[src/design/dma_cfg_pkg.sv]
// package: register map, field layout and decoded types for the dma destination config block
package dma_cfg_pkg;
  // ==========================================
  // register byte offsets
  localparam logic [11:0] OFS_DMA0_DEST_ATTR = 12'h534;
  localparam logic [11:0] OFS_DMA0_NEXT_HIGH = 12'h538;
  localparam logic [11:0] OFS_DMA0_NEXT_LOW = 12'h53c;
  localparam logic [11:0] OFS_DMA1_DEST_ATTR = 12'h5b4;
  localparam logic [11:0] OFS_DMA1_NEXT_HIGH = 12'h5b8;
  localparam logic [11:0] OFS_DMA1_NEXT_LOW = 12'h5bc;
  localparam logic [11:0] OFS_DMA_MODE = 12'h5f0;
  // ==========================================
  // field positions and masks
  localparam int POS_KIND = 28;
  localparam int POS_RATE = 11;
  localparam int POS_PROTO = 8;
  localparam int POS_WIDTH = 6;
  localparam int POS_SUP = 5;
  localparam int POS_PGM = 4;
  localparam int POS_SPACE = 0;
  localparam logic [31:0] MASK_DEST_ATTR = 32'h10001fff;
  localparam logic [31:0] MASK_NEXT_LOW = 32'hfffffff9;
  localparam logic [31:0] RST_REG = 32'h00000000;
  // ==========================================
  // encodings
  localparam logic [2:0] PROTO_SCT = 3'h0;
  localparam logic [2:0] PROTO_BLT = 3'h1;
  localparam logic [2:0] PROTO_LAST = 3'h4;
  localparam logic [1:0] RATE_LAST = 2'h2;
  localparam logic [1:0] WIDTH_LAST = 2'h1;
  localparam logic [3:0] SPACE_A16 = 4'h0;
  localparam logic [3:0] SPACE_A24 = 4'h1;
  localparam logic [3:0] SPACE_A32 = 4'h2;
  localparam logic [3:0] SPACE_A64 = 4'h4;
  localparam logic [3:0] SPACE_CSR = 4'h5;
  localparam logic [5:0] AM_A16 = 6'h29;
  localparam logic [5:0] AM_A24 = 6'h39;
  localparam logic [5:0] AM_A32 = 6'h09;
  localparam logic [5:0] AM_A64 = 6'h01;
  localparam logic [5:0] AM_CSR = 6'h2f;
  localparam logic [1:0] RESP_OKAY = 2'h0;
  localparam logic [1:0] RESP_SLVERR = 2'h2;
  // ==========================================
  // decoded attributes handed to the engine
  typedef struct packed {
    logic to_vme;
    logic [2:0] protocol;
    logic [1:0] rate;
    logic [1:0] width_code; // 0=16,1=32,2=64 bit
    logic [5:0] am_code;
    logic attr_valid;
  } xfer_attr_type;
  // descriptor reload strobe with payload
  typedef struct packed {
    logic load;
    logic [31:0] dest_attr;
    logic [31:0] next_high;
    logic [31:0] next_low;
  } desc_load_type;
endpackage

[src/design/dma_dest_cfg.sv]
// top: two-channel dma destination attribute and next descriptor registers on axi4-lite
//
// Notes on behaviour
// RL1 - bit 28 picks pci or vme destination
// RL2 - vme fields ignored for pci destination
// RL3 - rate field 160/267/320 mbps, 11b reserved
// RL4 - protocol field sct..2esst, 101b-111b reserved
// RL5 - width limit 16 or 32 bit
// RL6 - supervisor bit selects supervisory modifier
// RL7 - program bit selects program modifier
// RL8 - address space field decodes vme space
// RL9 - user spaces: am 01xx plus sup, pgm
// RL10 - software writes attributes before direct start
// RL11 - linked list reloads attributes from descriptor
// RL12 - high register holds descriptor bits 63:32
// RL13 - high register unused in direct mode
// RL14 - software seeds next descriptor address registers
// RL15 - linked list reloads high from descriptor
// RL16 - two channels, attr 534/5b4, high 538/5b8
// RL17 - low register bits 31:3, bit 0 last flag
// RL18 - width limit only for sct and blt
// RL19 - software avoids reserved encodings
`timescale 1ns/1ps
module dma_dest_cfg #(
  parameter int CHANNELS = 2
) (
  input wire logic I_SYS_CLK,
  input wire logic I_RSTN,
  input wire logic [11:0] I_AWADDR,
  input wire logic I_AWVALID,
  output logic O_AWREADY,
  input wire logic [31:0] I_WDATA,
  input wire logic [3:0] I_WSTRB,
  input wire logic I_WVALID,
  output logic O_WREADY,
  output logic [1:0] O_BRESP,
  output logic O_BVALID,
  input wire logic I_BREADY,
  input wire logic [11:0] I_ARADDR,
  input wire logic I_ARVALID,
  output logic O_ARREADY,
  output logic [31:0] O_RDATA,
  output logic [1:0] O_RRESP,
  output logic O_RVALID,
  input wire logic I_RREADY,
  input wire dma_cfg_pkg::desc_load_type I_DESC_LOAD [CHANNELS],
  output dma_cfg_pkg::xfer_attr_type O_ATTR [CHANNELS],
  output logic [63:0] O_NEXT_DESC_ADDR [CHANNELS],
  output logic O_FINAL_DESC [CHANNELS],
  output logic O_LINKED_MODE [CHANNELS]
);
  // ==========================================
  // address decode
  // returns channel*3+reg index, or 7 for mode register, 15 for unmapped
  function automatic logic [3:0] reg_sel(input logic [11:0] a);
    case (a)
      dma_cfg_pkg::OFS_DMA0_DEST_ATTR: reg_sel = 4'h0;
      dma_cfg_pkg::OFS_DMA0_NEXT_HIGH: reg_sel = 4'h1;
      dma_cfg_pkg::OFS_DMA0_NEXT_LOW: reg_sel = 4'h2;
      dma_cfg_pkg::OFS_DMA1_DEST_ATTR: reg_sel = 4'h3;
      dma_cfg_pkg::OFS_DMA1_NEXT_HIGH: reg_sel = 4'h4;
      dma_cfg_pkg::OFS_DMA1_NEXT_LOW: reg_sel = 4'h5;
      dma_cfg_pkg::OFS_DMA_MODE: reg_sel = 4'h7;
      default: reg_sel = 4'hf;
    endcase
  endfunction

  // byte-lane merge of a write into a register with a writable mask
  function automatic logic [31:0] merge(input logic [31:0] old, input logic [31:0] d,
                                        input logic [3:0] s, input logic [31:0] m);
    logic [31:0] r;
    r = old;
    for (int b = 0; b < 4; b++) begin
      if (s[b]) begin
        r[b*8 +: 8] = d[b*8 +: 8];
      end
    end
    merge = r & m;
  endfunction

  // ==========================================
  // write channel handshake state
  logic aw_held_ff, nxt_aw_held;
  logic w_held_ff, nxt_w_held;
  logic [11:0] aw_addr_ff, nxt_aw_addr;
  logic [31:0] w_data_ff, nxt_w_data;
  logic [3:0] w_strb_ff, nxt_w_strb;
  logic bvalid_ff, nxt_bvalid;
  logic [1:0] bresp_ff, nxt_bresp;
  logic awready_ff, nxt_awready;
  logic wready_ff, nxt_wready;
  logic do_write;
  logic [3:0] wsel;

  // address and data taken in either order; response after both
  always_comb begin
    nxt_aw_held = aw_held_ff;
    nxt_w_held = w_held_ff;
    nxt_aw_addr = aw_addr_ff;
    nxt_w_data = w_data_ff;
    nxt_w_strb = w_strb_ff;
    nxt_bvalid = bvalid_ff;
    nxt_bresp = bresp_ff;
    do_write = 1'b0;
    if (I_AWVALID && awready_ff) begin
      nxt_aw_held = 1'b1;
      nxt_aw_addr = I_AWADDR;
    end
    if (I_WVALID && wready_ff) begin
      nxt_w_held = 1'b1;
      nxt_w_data = I_WDATA;
      nxt_w_strb = I_WSTRB;
    end
    if (aw_held_ff && w_held_ff && !bvalid_ff) begin
      do_write = 1'b1;
      nxt_aw_held = 1'b0;
      nxt_w_held = 1'b0;
      nxt_bvalid = 1'b1;
      nxt_bresp = (reg_sel(aw_addr_ff) == 4'hf) ? dma_cfg_pkg::RESP_SLVERR
                                                : dma_cfg_pkg::RESP_OKAY;
    end else if (bvalid_ff && I_BREADY) begin
      nxt_bvalid = 1'b0;
    end
    nxt_awready = !nxt_aw_held && !nxt_bvalid;
    nxt_wready = !nxt_w_held && !nxt_bvalid;
  end
  assign wsel = reg_sel(aw_addr_ff);

  // write channel registers
  always_ff @(posedge I_SYS_CLK or negedge I_RSTN) begin
    if (!I_RSTN) begin
      aw_held_ff <= 1'b0;
      w_held_ff <= 1'b0;
      aw_addr_ff <= 12'h000;
      w_data_ff <= dma_cfg_pkg::RST_REG;
      w_strb_ff <= 4'h0;
      bvalid_ff <= 1'b0;
      bresp_ff <= dma_cfg_pkg::RESP_OKAY;
      awready_ff <= 1'b0;
      wready_ff <= 1'b0;
    end else begin
      aw_held_ff <= nxt_aw_held;
      w_held_ff <= nxt_w_held;
      aw_addr_ff <= nxt_aw_addr;
      w_data_ff <= nxt_w_data;
      w_strb_ff <= nxt_w_strb;
      bvalid_ff <= nxt_bvalid;
      bresp_ff <= nxt_bresp;
      awready_ff <= nxt_awready;
      wready_ff <= nxt_wready;
    end
  end

  // ==========================================
  // per-channel configuration registers
  logic [31:0] attr_ff [CHANNELS];
  logic [31:0] high_ff [CHANNELS];
  logic [31:0] low_ff [CHANNELS];
  logic [CHANNELS-1:0] mode_ff;
  logic [CHANNELS-1:0] nxt_mode;

  // mode register: one linked-list enable bit per channel
  always_comb begin
    nxt_mode = mode_ff;
    if (do_write && wsel == 4'h7 && w_strb_ff[0]) begin
      nxt_mode = w_data_ff[CHANNELS-1:0];
    end
  end

  always_ff @(posedge I_SYS_CLK or negedge I_RSTN) begin
    if (!I_RSTN) begin
      mode_ff <= '0;
    end else begin
      mode_ff <= nxt_mode;
    end
  end

  for (genvar c = 0; c < CHANNELS; c++) begin : g_ch
    logic [31:0] nxt_attr, nxt_high, nxt_low;
    logic [3:0] base;
    logic [3:0] space;
    logic [2:0] proto;
    logic [1:0] rate;
    logic [1:0] wlim;
    logic supervisor_select, program_space_select;
    dma_cfg_pkg::xfer_attr_type nxt_out;
    assign base = 4'(3 * c);

    // software writes; a descriptor reload in the same cycle wins
    always_comb begin
      nxt_attr = attr_ff[c];
      nxt_high = high_ff[c];
      nxt_low = low_ff[c];
      if (do_write && wsel == base) begin
        nxt_attr = merge(attr_ff[c], w_data_ff, w_strb_ff, dma_cfg_pkg::MASK_DEST_ATTR);
      end
      // RL14 software seeds address
      if (do_write && wsel == base + 4'h1) begin
        nxt_high = merge(high_ff[c], w_data_ff, w_strb_ff, 32'hffffffff);
      end
      // RL17 low word layout
      if (do_write && wsel == base + 4'h2) begin
        nxt_low = merge(low_ff[c], w_data_ff, w_strb_ff, dma_cfg_pkg::MASK_NEXT_LOW);
      end
      // RL11 RL15 descriptor reload, linked mode only
      if (I_DESC_LOAD[c].load && mode_ff[c]) begin
        nxt_attr = I_DESC_LOAD[c].dest_attr & dma_cfg_pkg::MASK_DEST_ATTR;
        nxt_high = I_DESC_LOAD[c].next_high;
        nxt_low = I_DESC_LOAD[c].next_low & dma_cfg_pkg::MASK_NEXT_LOW;
      end
    end

    // field extraction
    assign space = attr_ff[c][dma_cfg_pkg::POS_SPACE +: 4];
    assign proto = attr_ff[c][dma_cfg_pkg::POS_PROTO +: 3];
    assign rate = attr_ff[c][dma_cfg_pkg::POS_RATE +: 2];
    assign wlim = attr_ff[c][dma_cfg_pkg::POS_WIDTH +: 2];
    assign supervisor_select = attr_ff[c][dma_cfg_pkg::POS_SUP];
    assign program_space_select = attr_ff[c][dma_cfg_pkg::POS_PGM];

    // decode attributes into engine view
    always_comb begin
      nxt_out = '0;
      // RL1 destination kind
      nxt_out.to_vme = attr_ff[c][dma_cfg_pkg::POS_KIND];
      // RL2 pci ignores vme fields
      if (nxt_out.to_vme) begin
        // RL3 RL4 rate and protocol
        nxt_out.protocol = proto;
        nxt_out.rate = rate;
        // RL5 RL18 width limit
        if (proto == dma_cfg_pkg::PROTO_SCT || proto == dma_cfg_pkg::PROTO_BLT) begin
          nxt_out.width_code = wlim;
        end else begin
          nxt_out.width_code = 2'h2;
        end
        // RL6 RL7 RL8 RL9 modifier generation
        case (space)
          dma_cfg_pkg::SPACE_A16: nxt_out.am_code = dma_cfg_pkg::AM_A16;
          dma_cfg_pkg::SPACE_A24: nxt_out.am_code = dma_cfg_pkg::AM_A24;
          dma_cfg_pkg::SPACE_A32: nxt_out.am_code = dma_cfg_pkg::AM_A32;
          dma_cfg_pkg::SPACE_A64: nxt_out.am_code = dma_cfg_pkg::AM_A64;
          dma_cfg_pkg::SPACE_CSR: nxt_out.am_code = dma_cfg_pkg::AM_CSR;
          default: nxt_out.am_code = {2'b01, space[1:0], 2'b00};
        endcase
        if (space != dma_cfg_pkg::SPACE_CSR) begin
          nxt_out.am_code[2] = supervisor_select; // bit 2 set marks supervisory access
          nxt_out.am_code[1:0] = {program_space_select, ~program_space_select}; // program 10, data 01
        end
        if (space[3]) begin
          nxt_out.am_code = {2'b01, space[1:0], supervisor_select, program_space_select};
        end
        nxt_out.attr_valid = (rate <= dma_cfg_pkg::RATE_LAST)
            && (proto <= dma_cfg_pkg::PROTO_LAST) && (wlim <= dma_cfg_pkg::WIDTH_LAST)
            && (space <= dma_cfg_pkg::SPACE_A32 || space == dma_cfg_pkg::SPACE_A64
                || space == dma_cfg_pkg::SPACE_CSR || space[3:2] == 2'b10);
      end else begin
        nxt_out.attr_valid = 1'b1;
      end
    end

    // RL16 per-channel storage
    always_ff @(posedge I_SYS_CLK or negedge I_RSTN) begin
      if (!I_RSTN) begin
        attr_ff[c] <= dma_cfg_pkg::RST_REG;
        high_ff[c] <= dma_cfg_pkg::RST_REG;
        low_ff[c] <= dma_cfg_pkg::RST_REG;
        O_ATTR[c] <= '0;
        O_NEXT_DESC_ADDR[c] <= 64'h0;
        O_FINAL_DESC[c] <= 1'b0;
        O_LINKED_MODE[c] <= 1'b0;
      end else begin
        attr_ff[c] <= nxt_attr;
        high_ff[c] <= nxt_high;
        low_ff[c] <= nxt_low;
        O_ATTR[c] <= nxt_out;
        // RL12 RL13 address only offered in linked mode
        O_NEXT_DESC_ADDR[c] <= mode_ff[c] ? {high_ff[c], low_ff[c][31:3], 3'b000} : 64'h0;
        O_FINAL_DESC[c] <= low_ff[c][0];
        O_LINKED_MODE[c] <= mode_ff[c];
      end
    end
  end

  // ==========================================
  // read channel
  logic rvalid_ff, nxt_rvalid;
  logic arready_ff, nxt_arready;
  logic [31:0] rdata_ff, nxt_rdata;
  logic [1:0] rresp_ff, nxt_rresp;

  always_comb begin
    nxt_rvalid = rvalid_ff;
    nxt_rdata = rdata_ff;
    nxt_rresp = rresp_ff;
    if (I_ARVALID && arready_ff) begin
      nxt_rvalid = 1'b1;
      nxt_rresp = dma_cfg_pkg::RESP_OKAY;
      case (reg_sel(I_ARADDR))
        4'h0: nxt_rdata = attr_ff[0];
        4'h1: nxt_rdata = high_ff[0];
        4'h2: nxt_rdata = low_ff[0];
        4'h3: nxt_rdata = attr_ff[1];
        4'h4: nxt_rdata = high_ff[1];
        4'h5: nxt_rdata = low_ff[1];
        4'h7: nxt_rdata = {{(32-CHANNELS){1'b0}}, mode_ff};
        default: begin
          nxt_rdata = dma_cfg_pkg::RST_REG;
          nxt_rresp = dma_cfg_pkg::RESP_SLVERR;
        end
      endcase
    end else if (rvalid_ff && I_RREADY) begin
      nxt_rvalid = 1'b0;
    end
    nxt_arready = !nxt_rvalid;
  end

  always_ff @(posedge I_SYS_CLK or negedge I_RSTN) begin
    if (!I_RSTN) begin
      rvalid_ff <= 1'b0;
      arready_ff <= 1'b0;
      rdata_ff <= dma_cfg_pkg::RST_REG;
      rresp_ff <= dma_cfg_pkg::RESP_OKAY;
    end else begin
      rvalid_ff <= nxt_rvalid;
      arready_ff <= nxt_arready;
      rdata_ff <= nxt_rdata;
      rresp_ff <= nxt_rresp;
    end
  end

  // bus outputs straight from flops
  assign O_AWREADY = awready_ff;
  assign O_WREADY = wready_ff;
  assign O_BVALID = bvalid_ff;
  assign O_BRESP = bresp_ff;
  assign O_ARREADY = arready_ff;
  assign O_RVALID = rvalid_ff;
  assign O_RDATA = rdata_ff;
  assign O_RRESP = rresp_ff;

  // ==========================================
  // checks
  // RL1 kind follows bit
  AST_KIND: assert property (@(posedge I_SYS_CLK) disable iff (!I_RSTN) // RL1
    1'b1 |=> O_ATTR[0].to_vme == $past(attr_ff[0][28])) else $error("kind mismatch");
  // RL2 pci ignores vme fields
  AST_PCI_IGN: assert property (@(posedge I_SYS_CLK) disable iff (!I_RSTN) // RL2
    !attr_ff[1][28] |=> O_ATTR[1].am_code == 6'h00 && O_ATTR[1].protocol == 3'h0)
    else $error("vme field leaked");
  // RL9 user space modifier
  AST_USER_AM: assert property (@(posedge I_SYS_CLK) disable iff (!I_RSTN) // RL9
    attr_ff[0][28] && attr_ff[0][3:2] == 2'b10 |=>
    O_ATTR[0].am_code == {2'b01, $past(attr_ff[0][1:0]), $past(attr_ff[0][5:4])})
    else $error("user modifier wrong");
  // RL18 wide protocols
  AST_WIDE: assert property (@(posedge I_SYS_CLK) disable iff (!I_RSTN) // RL18
    attr_ff[0][28] && attr_ff[0][10:8] > 3'h1 |=> O_ATTR[0].width_code == 2'h2)
    else $error("width limit misapplied");
  // RL15 reload lands in the register next cycle
  AST_RELOAD: assert property (@(posedge I_SYS_CLK) disable iff (!I_RSTN) // RL15
    I_DESC_LOAD[0].load && mode_ff[0] |=> high_ff[0] == $past(I_DESC_LOAD[0].next_high))
    else $error("high not reloaded");
  // RL13 no address in direct mode
  AST_DIRECT: assert property (@(posedge I_SYS_CLK) disable iff (!I_RSTN) // RL13
    !mode_ff[1] |=> O_NEXT_DESC_ADDR[1] == 64'h0) else $error("address used in direct mode");
  // RL17 low reserved bits read zero
  AST_LOW_RSV: assert property (@(posedge I_SYS_CLK) disable iff (!I_RSTN) // RL17
    low_ff[0][2:1] == 2'b00) else $error("low reserved bits set");
  // RL16 write lands in right channel
  AST_CH_WR: assert property (@(posedge I_SYS_CLK) disable iff (!I_RSTN) // RL16
    do_write && wsel == 4'h4 && w_strb_ff == 4'hf && !(I_DESC_LOAD[1].load && mode_ff[1])
    |=> high_ff[1] == $past(w_data_ff)) else $error("channel write lost");
endmodule

[config.mk]
export PLATFORM = sky130hd
export DESIGN_NAME = dma_dest_cfg
export DESIGN_NICKNAME = d
export VERILOG_FILES = /design/src/design/dma_cfg_pkg.sv /design/src/design/dma_dest_cfg.sv
export SDC_FILE = /design/constraint.sdc
export NUM_CORES = 1
export LEC_CHECK = 0
export BUFFER_PORTS_ARGS = -buffer_cell sky130_fd_sc_hd__buf_2
export CORE_MARGIN = 5
export CORE_UTILIZATION = 45
export CTS_CLUSTER_DIAMETER = 120
export DETAILED_ROUTE_END_ITERATION = 16
export MAX_ROUTING_LAYER = met4
export PLACE_DENSITY = 0.7
export SYNTH_ARGS = -nofsm -noshare
export SYNTH_HDL_FRONTEND = slang
export SYNTH_SLANG_ARGS = --single-unit
[constraint.sdc]
create_clock -name I_SYS_CLK -period 4.8 [get_ports I_SYS_CLK]
set_input_delay 0.72 -clock I_SYS_CLK [delete_from_list [all_inputs] [get_ports I_SYS_CLK]]
set_output_delay 0.72 -clock I_SYS_CLK [all_outputs]
set_load 0.02 [all_outputs]
==> impl_metrics.env, run 1 <==
export IMPL_syn_to_final_growth_pct=21.5
export IMPL_internal_power_w=0.00607
export IMPL_cp_num_buf_inv=1
export IMPL_die_w_um=208
export IMPL_fin_crit_sh_pct=61.2
export IMPL_cts_tree="built"
export IMPL_tns_ps=0
export IMPL_track_usage_pct=29.9
export IMPL_vias=15267
export IMPL_cts_setup_buffers=0
export IMPL_timing_final_ws_setup_ps=1860
export IMPL_numCtsBuffers=43
export IMPL_dp_slack_ps=1500
export IMPL_ys_top_cells_by_area="dfrtp_1, and2_1, mux2_2, o21ai_0, a31oi_1"
export IMPL_critical_path_endpoint_type="flop"
export IMPL_p_comb_share_pct=16.8
export IMPL_critPathMaxStageDelay_ps=980
export IMPL_cts_resized=0
export IMPL_antenna_found_initial=11
export IMPL_root_buffer="clkbuf_16"
export IMPL_ctsHoldBuffers=0
export IMPL_finalCriticalPeriod_ps=2940
export IMPL_avgSynthCellArea_um2=10.7
export IMPL_cp_max_fo=24
export IMPL_yosysTopAreaCell="dfrtp_1"
export IMPL_nets=2254
export IMPL_worst_skew_pair_late_latency_ps=570
export IMPL_skew_ps=23.8
export IMPL_yosys_most_used_dff="dfrtp_1"
export IMPL_drive_above_1_share_pct=30.8
export IMPL_layoutNonFillerInstCount=2553
export IMPL_grt_overflow_total=0
export IMPL_fillers=3382
export IMPL_cts_htree_levels=2
export IMPL_place_port_buffers=415
export IMPL_slew_headroom_pct=14.4
export IMPL_path_class="flop to flop"
export IMPL_finalInstanceArea_mm2=0.0215
export IMPL_dr_pass1_iters=7
export IMPL_vdd_drop_max_mv=0.310
export IMPL_via_per_inst=5.98
export IMPL_fmax_mhz=340
export IMPL_status="completed"
export IMPL_cp_start_kind="flop"
export IMPL_switching_share_pct=31.8
export IMPL_yosysUniqueCellTypes=58
export IMPL_critPathTopFamily="simple AND/OR/NAND/NOR gates"
export IMPL_fp_dieH_um=208
export IMPL_hold_class="input port to asynchronous set/reset pin"
export IMPL_routabilityCongestion=0.927
export IMPL_synth_seq_cells=399
export IMPL_ys_warn_count=0
export IMPL_synth_top_area_share_pct=56.4
export IMPL_drt_wl_total_mm=65.3
export IMPL_ant_nets=0
export IMPL_finalHoldViolCount=0
export IMPL_hpwlAfterDp_mm=45.4
export IMPL_dieArea_mm2=0.0434
export IMPL_synth_async_reset_ratio_pct=100
export IMPL_p_clk_share_pct=36.2
export IMPL_yosysMostFrequentCell="dfrtp_1"
export IMPL_rows=72
export IMPL_p_seq_share_pct=47.0
export IMPL_cp_slowest_cell="and4_1"
export IMPL_total_power_w=0.00890
export IMPL_post_place_cells=2466
export IMPL_rsz0062_at_grt="no"
export IMPL_drc_errors=0
export IMPL_drt_initial_drc_count=1336
export IMPL_slew_viol_final=0
export IMPL_synth_area_mm2=0.0177
export IMPL_grt_pass1_vias=15329
export IMPL_place_area_mm2=0.0201
export IMPL_clk_pin_slew_worst_paths_ps=60
export IMPL_power_leakage_nw=9.48
export IMPL_seq_area_frac_synth_pct=56.4
export IMPL_ioPinCount=464
export IMPL_critPathRequiredTime_ps=5240
export IMPL_p_sw_w=0.00283
export IMPL_powerDensity_mw_per_mm2=414
export IMPL_cp_data_arrival_time_ps=3380
export IMPL_numClockSinks=399
export IMPL_wire_per_inst_um=25.6
export IMPL_synth_commonest_cells="dfrtp_1, o21ai_0, and2_1"
export IMPL_worst_pin_slew_ps=1280
export IMPL_path_cells="nor4b_2 -> buf_4 -> and4_1 -> a21boi_0 -> o22a_1"
export IMPL_r2r_slack_ps=1860
export IMPL_multi_input_area_mm2=0.00715
export IMPL_cts_buffer_depth=3
export IMPL_core_mm2=0.0388
export IMPL_synth_edf_count=0
export IMPL_grt_max_degree=112
export IMPL_syn_inst=1651
export IMPL_cap_violations=0
export IMPL_start_util_pct=45.6
export IMPL_finalSetupViolCount=0
export IMPL_grt_pass1_wl_mm=97.5
export IMPL_seqCellArea_mm2=0.00999
[state kept, by name (all words and copies together) (netlist names), 4 cells and up]
signal	flops
attr_ff	28
O_ATTR	30
w_strb_ff	4
high_ff	64
low_ff	60
O_RDATA	32
O_NEXT_DESC_ADDR	122
w_data_ff	32
aw_addr_ff	12
[power groups by stage]
stage | logic (W) | registers [W] | clock network (W)
floorplan | 0.000930 | 0.00399 | 0
global placement | 0.00144 | 0.00420 | 0
detailed placement | 0.00147 | 0.00422 | 0
CTS | 0.00148 | 0.00416 | 0.00329
global route | 0.00160 | 0.00421 | 0.00342
finish | 0.00149 | 0.00419 | 0.00323
[worst paths after layout]
path                                from              endpoint  depth (start not counted)
max in group asynchronous         I_RSTN           attr_ff[37]                          2
min reg2reg                   low_ff[32]       O_FINAL_DESC[1]                          0
max                        aw_addr_ff[2]           high_ff[39]                          5
max reg2reg                aw_addr_ff[2]           high_ff[39]                          5
min                               I_RSTN  O_NEXT_DESC_ADDR[32]                          1
min in group I_SYS_CLK       I_WDATA[20]         w_data_ff[20]                          2
[logic make-up after synthesis]
logic type	after synthesis	share of synthesized area [%]
compound gates	521	19.0
simple gates	478	14.9
flops	399	56.4
buf+inv	159	3.80
mux	93	5.91
other cells	1	0.0212
[stage by stage]
stage          utilization (%)  hold slack [ps]
2_1_floorplan                -              352
6_report                  55.4              217
5_1_grt                   55.4              293
3_3_place_gp              51.9              416
4_1_cts                   55.4              253
3_5_place_dp              51.9              419
[cell usage in the layout, fill, tap and decap left out, types with 54 or more instances in the layout]
cell	n
and2_1	158
nand2_1	68
dfrtp_1	397
mux2_2	83
buf_2	414
a21boi_0	54
nor2_1	116
nand4_1	69
o21ai_0	171
a31oi_1	106
[per-layer routing]
layer  track usage (%)  part of all wire [%]  vias to the layer above
li1                  -                     -                     6665
met1              41.0                    42                     7619
met2              44.5                    46                      866
met3              6.72                   9.4                      117
met4              10.1                   2.9                        0
met5                 -                     0                        -
[final cells by class]
class | count | share of cell area, %
sequential | 399 | 46.4
multi-input combinational | 1100 | 33.2
timing repair buffer | 444 | 10.9
clock buffer | 66 | 5.87
tap | 518 | 3.01
clock inverter | 9 | 0.407
antenna | 12 | 0.140
inverter | 5 | 0.0872
Note: power is estimated with default switching activity, not from simulation.
==> run 2, diff against run 1 <==
--- a/config.mk
+++ b/config.mk
@@ -11,7 +11,7 @@
 export CTS_CLUSTER_DIAMETER = 120
 export DETAILED_ROUTE_END_ITERATION = 16
 export MAX_ROUTING_LAYER = met4
-export PLACE_DENSITY = 0.7
+export PLACE_DENSITY = 0.72
 export SYNTH_ARGS = -nofsm -noshare
 export SYNTH_HDL_FRONTEND = slang
 export SYNTH_SLANG_ARGS = --single-unit
==> constraint.sdc (replaced) <==
create_clock -name I_SYS_CLK -period 2.45 [get_ports I_SYS_CLK]
set_input_delay 0.3675 -clock I_SYS_CLK [delete_from_list [all_inputs] [get_ports I_SYS_CLK]]
set_output_delay 0.3675 -clock I_SYS_CLK [all_outputs]
set_load 0.02 [all_outputs]
==> impl_metrics.env, run 2 (synthesis results as in run 1) <==
export IMPL_drt_wl_total_mm=66.7
export IMPL_drive_above_1_share_pct=32.6
export IMPL_ctsHoldBuffers=1
export IMPL_cts_tree="built"
export IMPL_vdd_drop_max_mv=0.740
export IMPL_syn_to_final_growth_pct=24.7
export IMPL_path_class="flop to flop"
export IMPL_ioPinCount=464
export IMPL_numClockSinks=399
export IMPL_dr_pass1_iters=5
export IMPL_drc_errors=0
export IMPL_via_per_inst=5.96
export IMPL_place_port_buffers=415
export IMPL_cts_htree_levels=2
export IMPL_fin_util_pct=56.9
export IMPL_hpwlAfterDp_mm=48.0
export IMPL_slew_headroom_pct=55.0
export IMPL_root_buffer="clkbuf_16"
export IMPL_rows=72
export IMPL_finalHoldViolCount=0
export IMPL_cts_buffer_depth=3
export IMPL_cp_slowest_cell="and3b_1"
export IMPL_ant_nets=0
export IMPL_status="completed"
export IMPL_skew_ps=13.7
export IMPL_p_comb_share_pct=16.6
export IMPL_largest_reg_flops=122
export IMPL_critical_path_endpoint_type="flop"
export IMPL_cap_violations=0
export IMPL_numCtsBuffers=43
export IMPL_r2r_slack_ps=210
export IMPL_regMostFlops="O_NEXT_DESC_ADDR"
export IMPL_fp_dieH_um=208
export IMPL_grt_overflow_total=0
export IMPL_path_cells="and3b_1 -> nand4_1 -> buf_4 -> o21ai_0 -> a31oi_1"
export IMPL_switching_share_pct=31.2
export IMPL_crit_path_end="low_ff[48]"
export IMPL_finalCriticalPeriod_ps=2240
export IMPL_worst_skew_pair_late_latency_ps=570
export IMPL_cp_max_fo=32
export IMPL_worst_pin_slew_ps=675
export IMPL_grt_pass1_vias=15789
export IMPL_critPathMaxStageDelay_ps=560
export IMPL_rr_startpoint="O_BVALID"
export IMPL_cp_start_kind="flop"
export IMPL_slew_viol_final=0
export IMPL_largest_registers="O_NEXT_DESC_ADDR x122, high_ff x64, low_ff x60"
export IMPL_routabilityCongestion=0.925
export IMPL_critPathTopFamily="simple AND/OR/NAND/NOR gates"
export IMPL_antenna_found_initial=10
export IMPL_power_leakage_nw=9.79
export IMPL_nets=2300
export IMPL_powerDensity_mw_per_mm2=815
export IMPL_p_sw_w=0.00561
export IMPL_tns_ps=0
export IMPL_reg2reg_to="low_ff[48]"
export IMPL_wire_per_inst_um=25.6
export IMPL_mostFrequentLayoutCell="buf_2"
export IMPL_cp_num_buf_inv=1
export IMPL_hold_class="input port to flop"
export IMPL_timing_final_ws_setup_ps=209
export IMPL_clk_pin_slew_worst_paths_ps=60
export IMPL_start_util_pct=45.6
export IMPL_cts_setup_buffers=0
export IMPL_dieArea_mm2=0.0434
export IMPL_finalSetupViolCount=0
export IMPL_die_w_um=208
export IMPL_internal_power_w=0.0124
export IMPL_rsz0062_at_grt="no"
export IMPL_track_usage_pct=30.6
export IMPL_critPathRequiredTime_ps=2880
export IMPL_grt_max_degree=73
export IMPL_cp_depth=5
export IMPL_layout_common_cells="buf_2, dfrtp_1, o21ai_0"
export IMPL_cp_data_arrival_time_ps=2670
export IMPL_vias=15500
export IMPL_fin_crit_sh_pct=91.5
export IMPL_cts_resized=0
export IMPL_p_clk_share_pct=37.6
export IMPL_drt_initial_drc_count=1432
export IMPL_fillers=3345
export IMPL_p_seq_share_pct=45.8
export IMPL_dp_slack_ps=268
export IMPL_core_mm2=0.0388
export IMPL_rr_worst_depth=5
export IMPL_fmax_mhz=446
export IMPL_grt_pass1_wl_mm=100
export IMPL_crit_path_start="O_BVALID"
## run 2: changes by cell type in the layout (fill, tap and decap cells not counted)
cell and change:
clkbuf_8 -1, bufinv_16 +3, clkbuf_16 +2, dlygate4sd3_1 +1, inv_6 -3, diode_2 -2, buf_4 +37, clkinv_2 +3
clkbuf_1 -5, clkinvlp_4 +4, buf_12 +8, clkinv_4 -1
## run 2: worst min-delay path by stage
| stage | start | endpoint | depth (start not counted) |
|---|---|---|---|
| final | I_WDATA[11] | w_data_ff[11] | 2 |
| after global routing | I_AWADDR[5] | aw_addr_ff[5] | 2 |
| after CTS | I_WDATA[3] | w_data_ff[3] | 2 |
| after detailed placement | I_RSTN | w_data_ff[5] | 1 |
| after global placement | I_RSTN | w_data_ff[5] | 1 |
| after floorplan | I_RSTN | O_ARREADY | 0 |
## run 2: cell type report
class | instances | area (um^2) | area share, %
sequential | 399 | 9990 | 45.2
multi-input combinational | 1100 | 7150 | 32.4
timing repair buffer | 490 | 2790 | 12.6
clock buffer | 62 | 1280 | 5.80
tap | 518 | 648 | 2.93
clock inverter | 15 | 188 | 0.850
antenna | 10 | 25.0 | 0.113
inverter | 5 | 18.8 | 0.0850
## run 2: metrics by stage
stage,hold slack [ps],cells,total power (W),area [um^2]
finish,32.8,2599,0.0180,22100
global route,21.6,2599,0.0186,22100
CTS,13.0,2589,0.0180,22100
detailed placement,388,2511,0.0112,20600
global placement,372,2511,0.0111,20600
floorplan,71.9,1658,0.00964,17700
## run 2: routing by layer
layer / track usage (%) / part of all wire [%]
met1: 41.9 / 42
met2: 46.0 / 46
met3: 6.91 / 8.8
met4: 9.22 / 3.2
met5: - / 0
## run 2: power by group through the flow
stage	Sequential, W	Combinational, W	Clock [W]
floorplan	0.00781	0.00182	0
global placement	0.00828	0.00287	0
detailed placement	0.00831	0.00293	0
CTS	0.00819	0.00295	0.00682
global route	0.00831	0.00318	0.00714
finish	0.00825	0.00298	0.00677
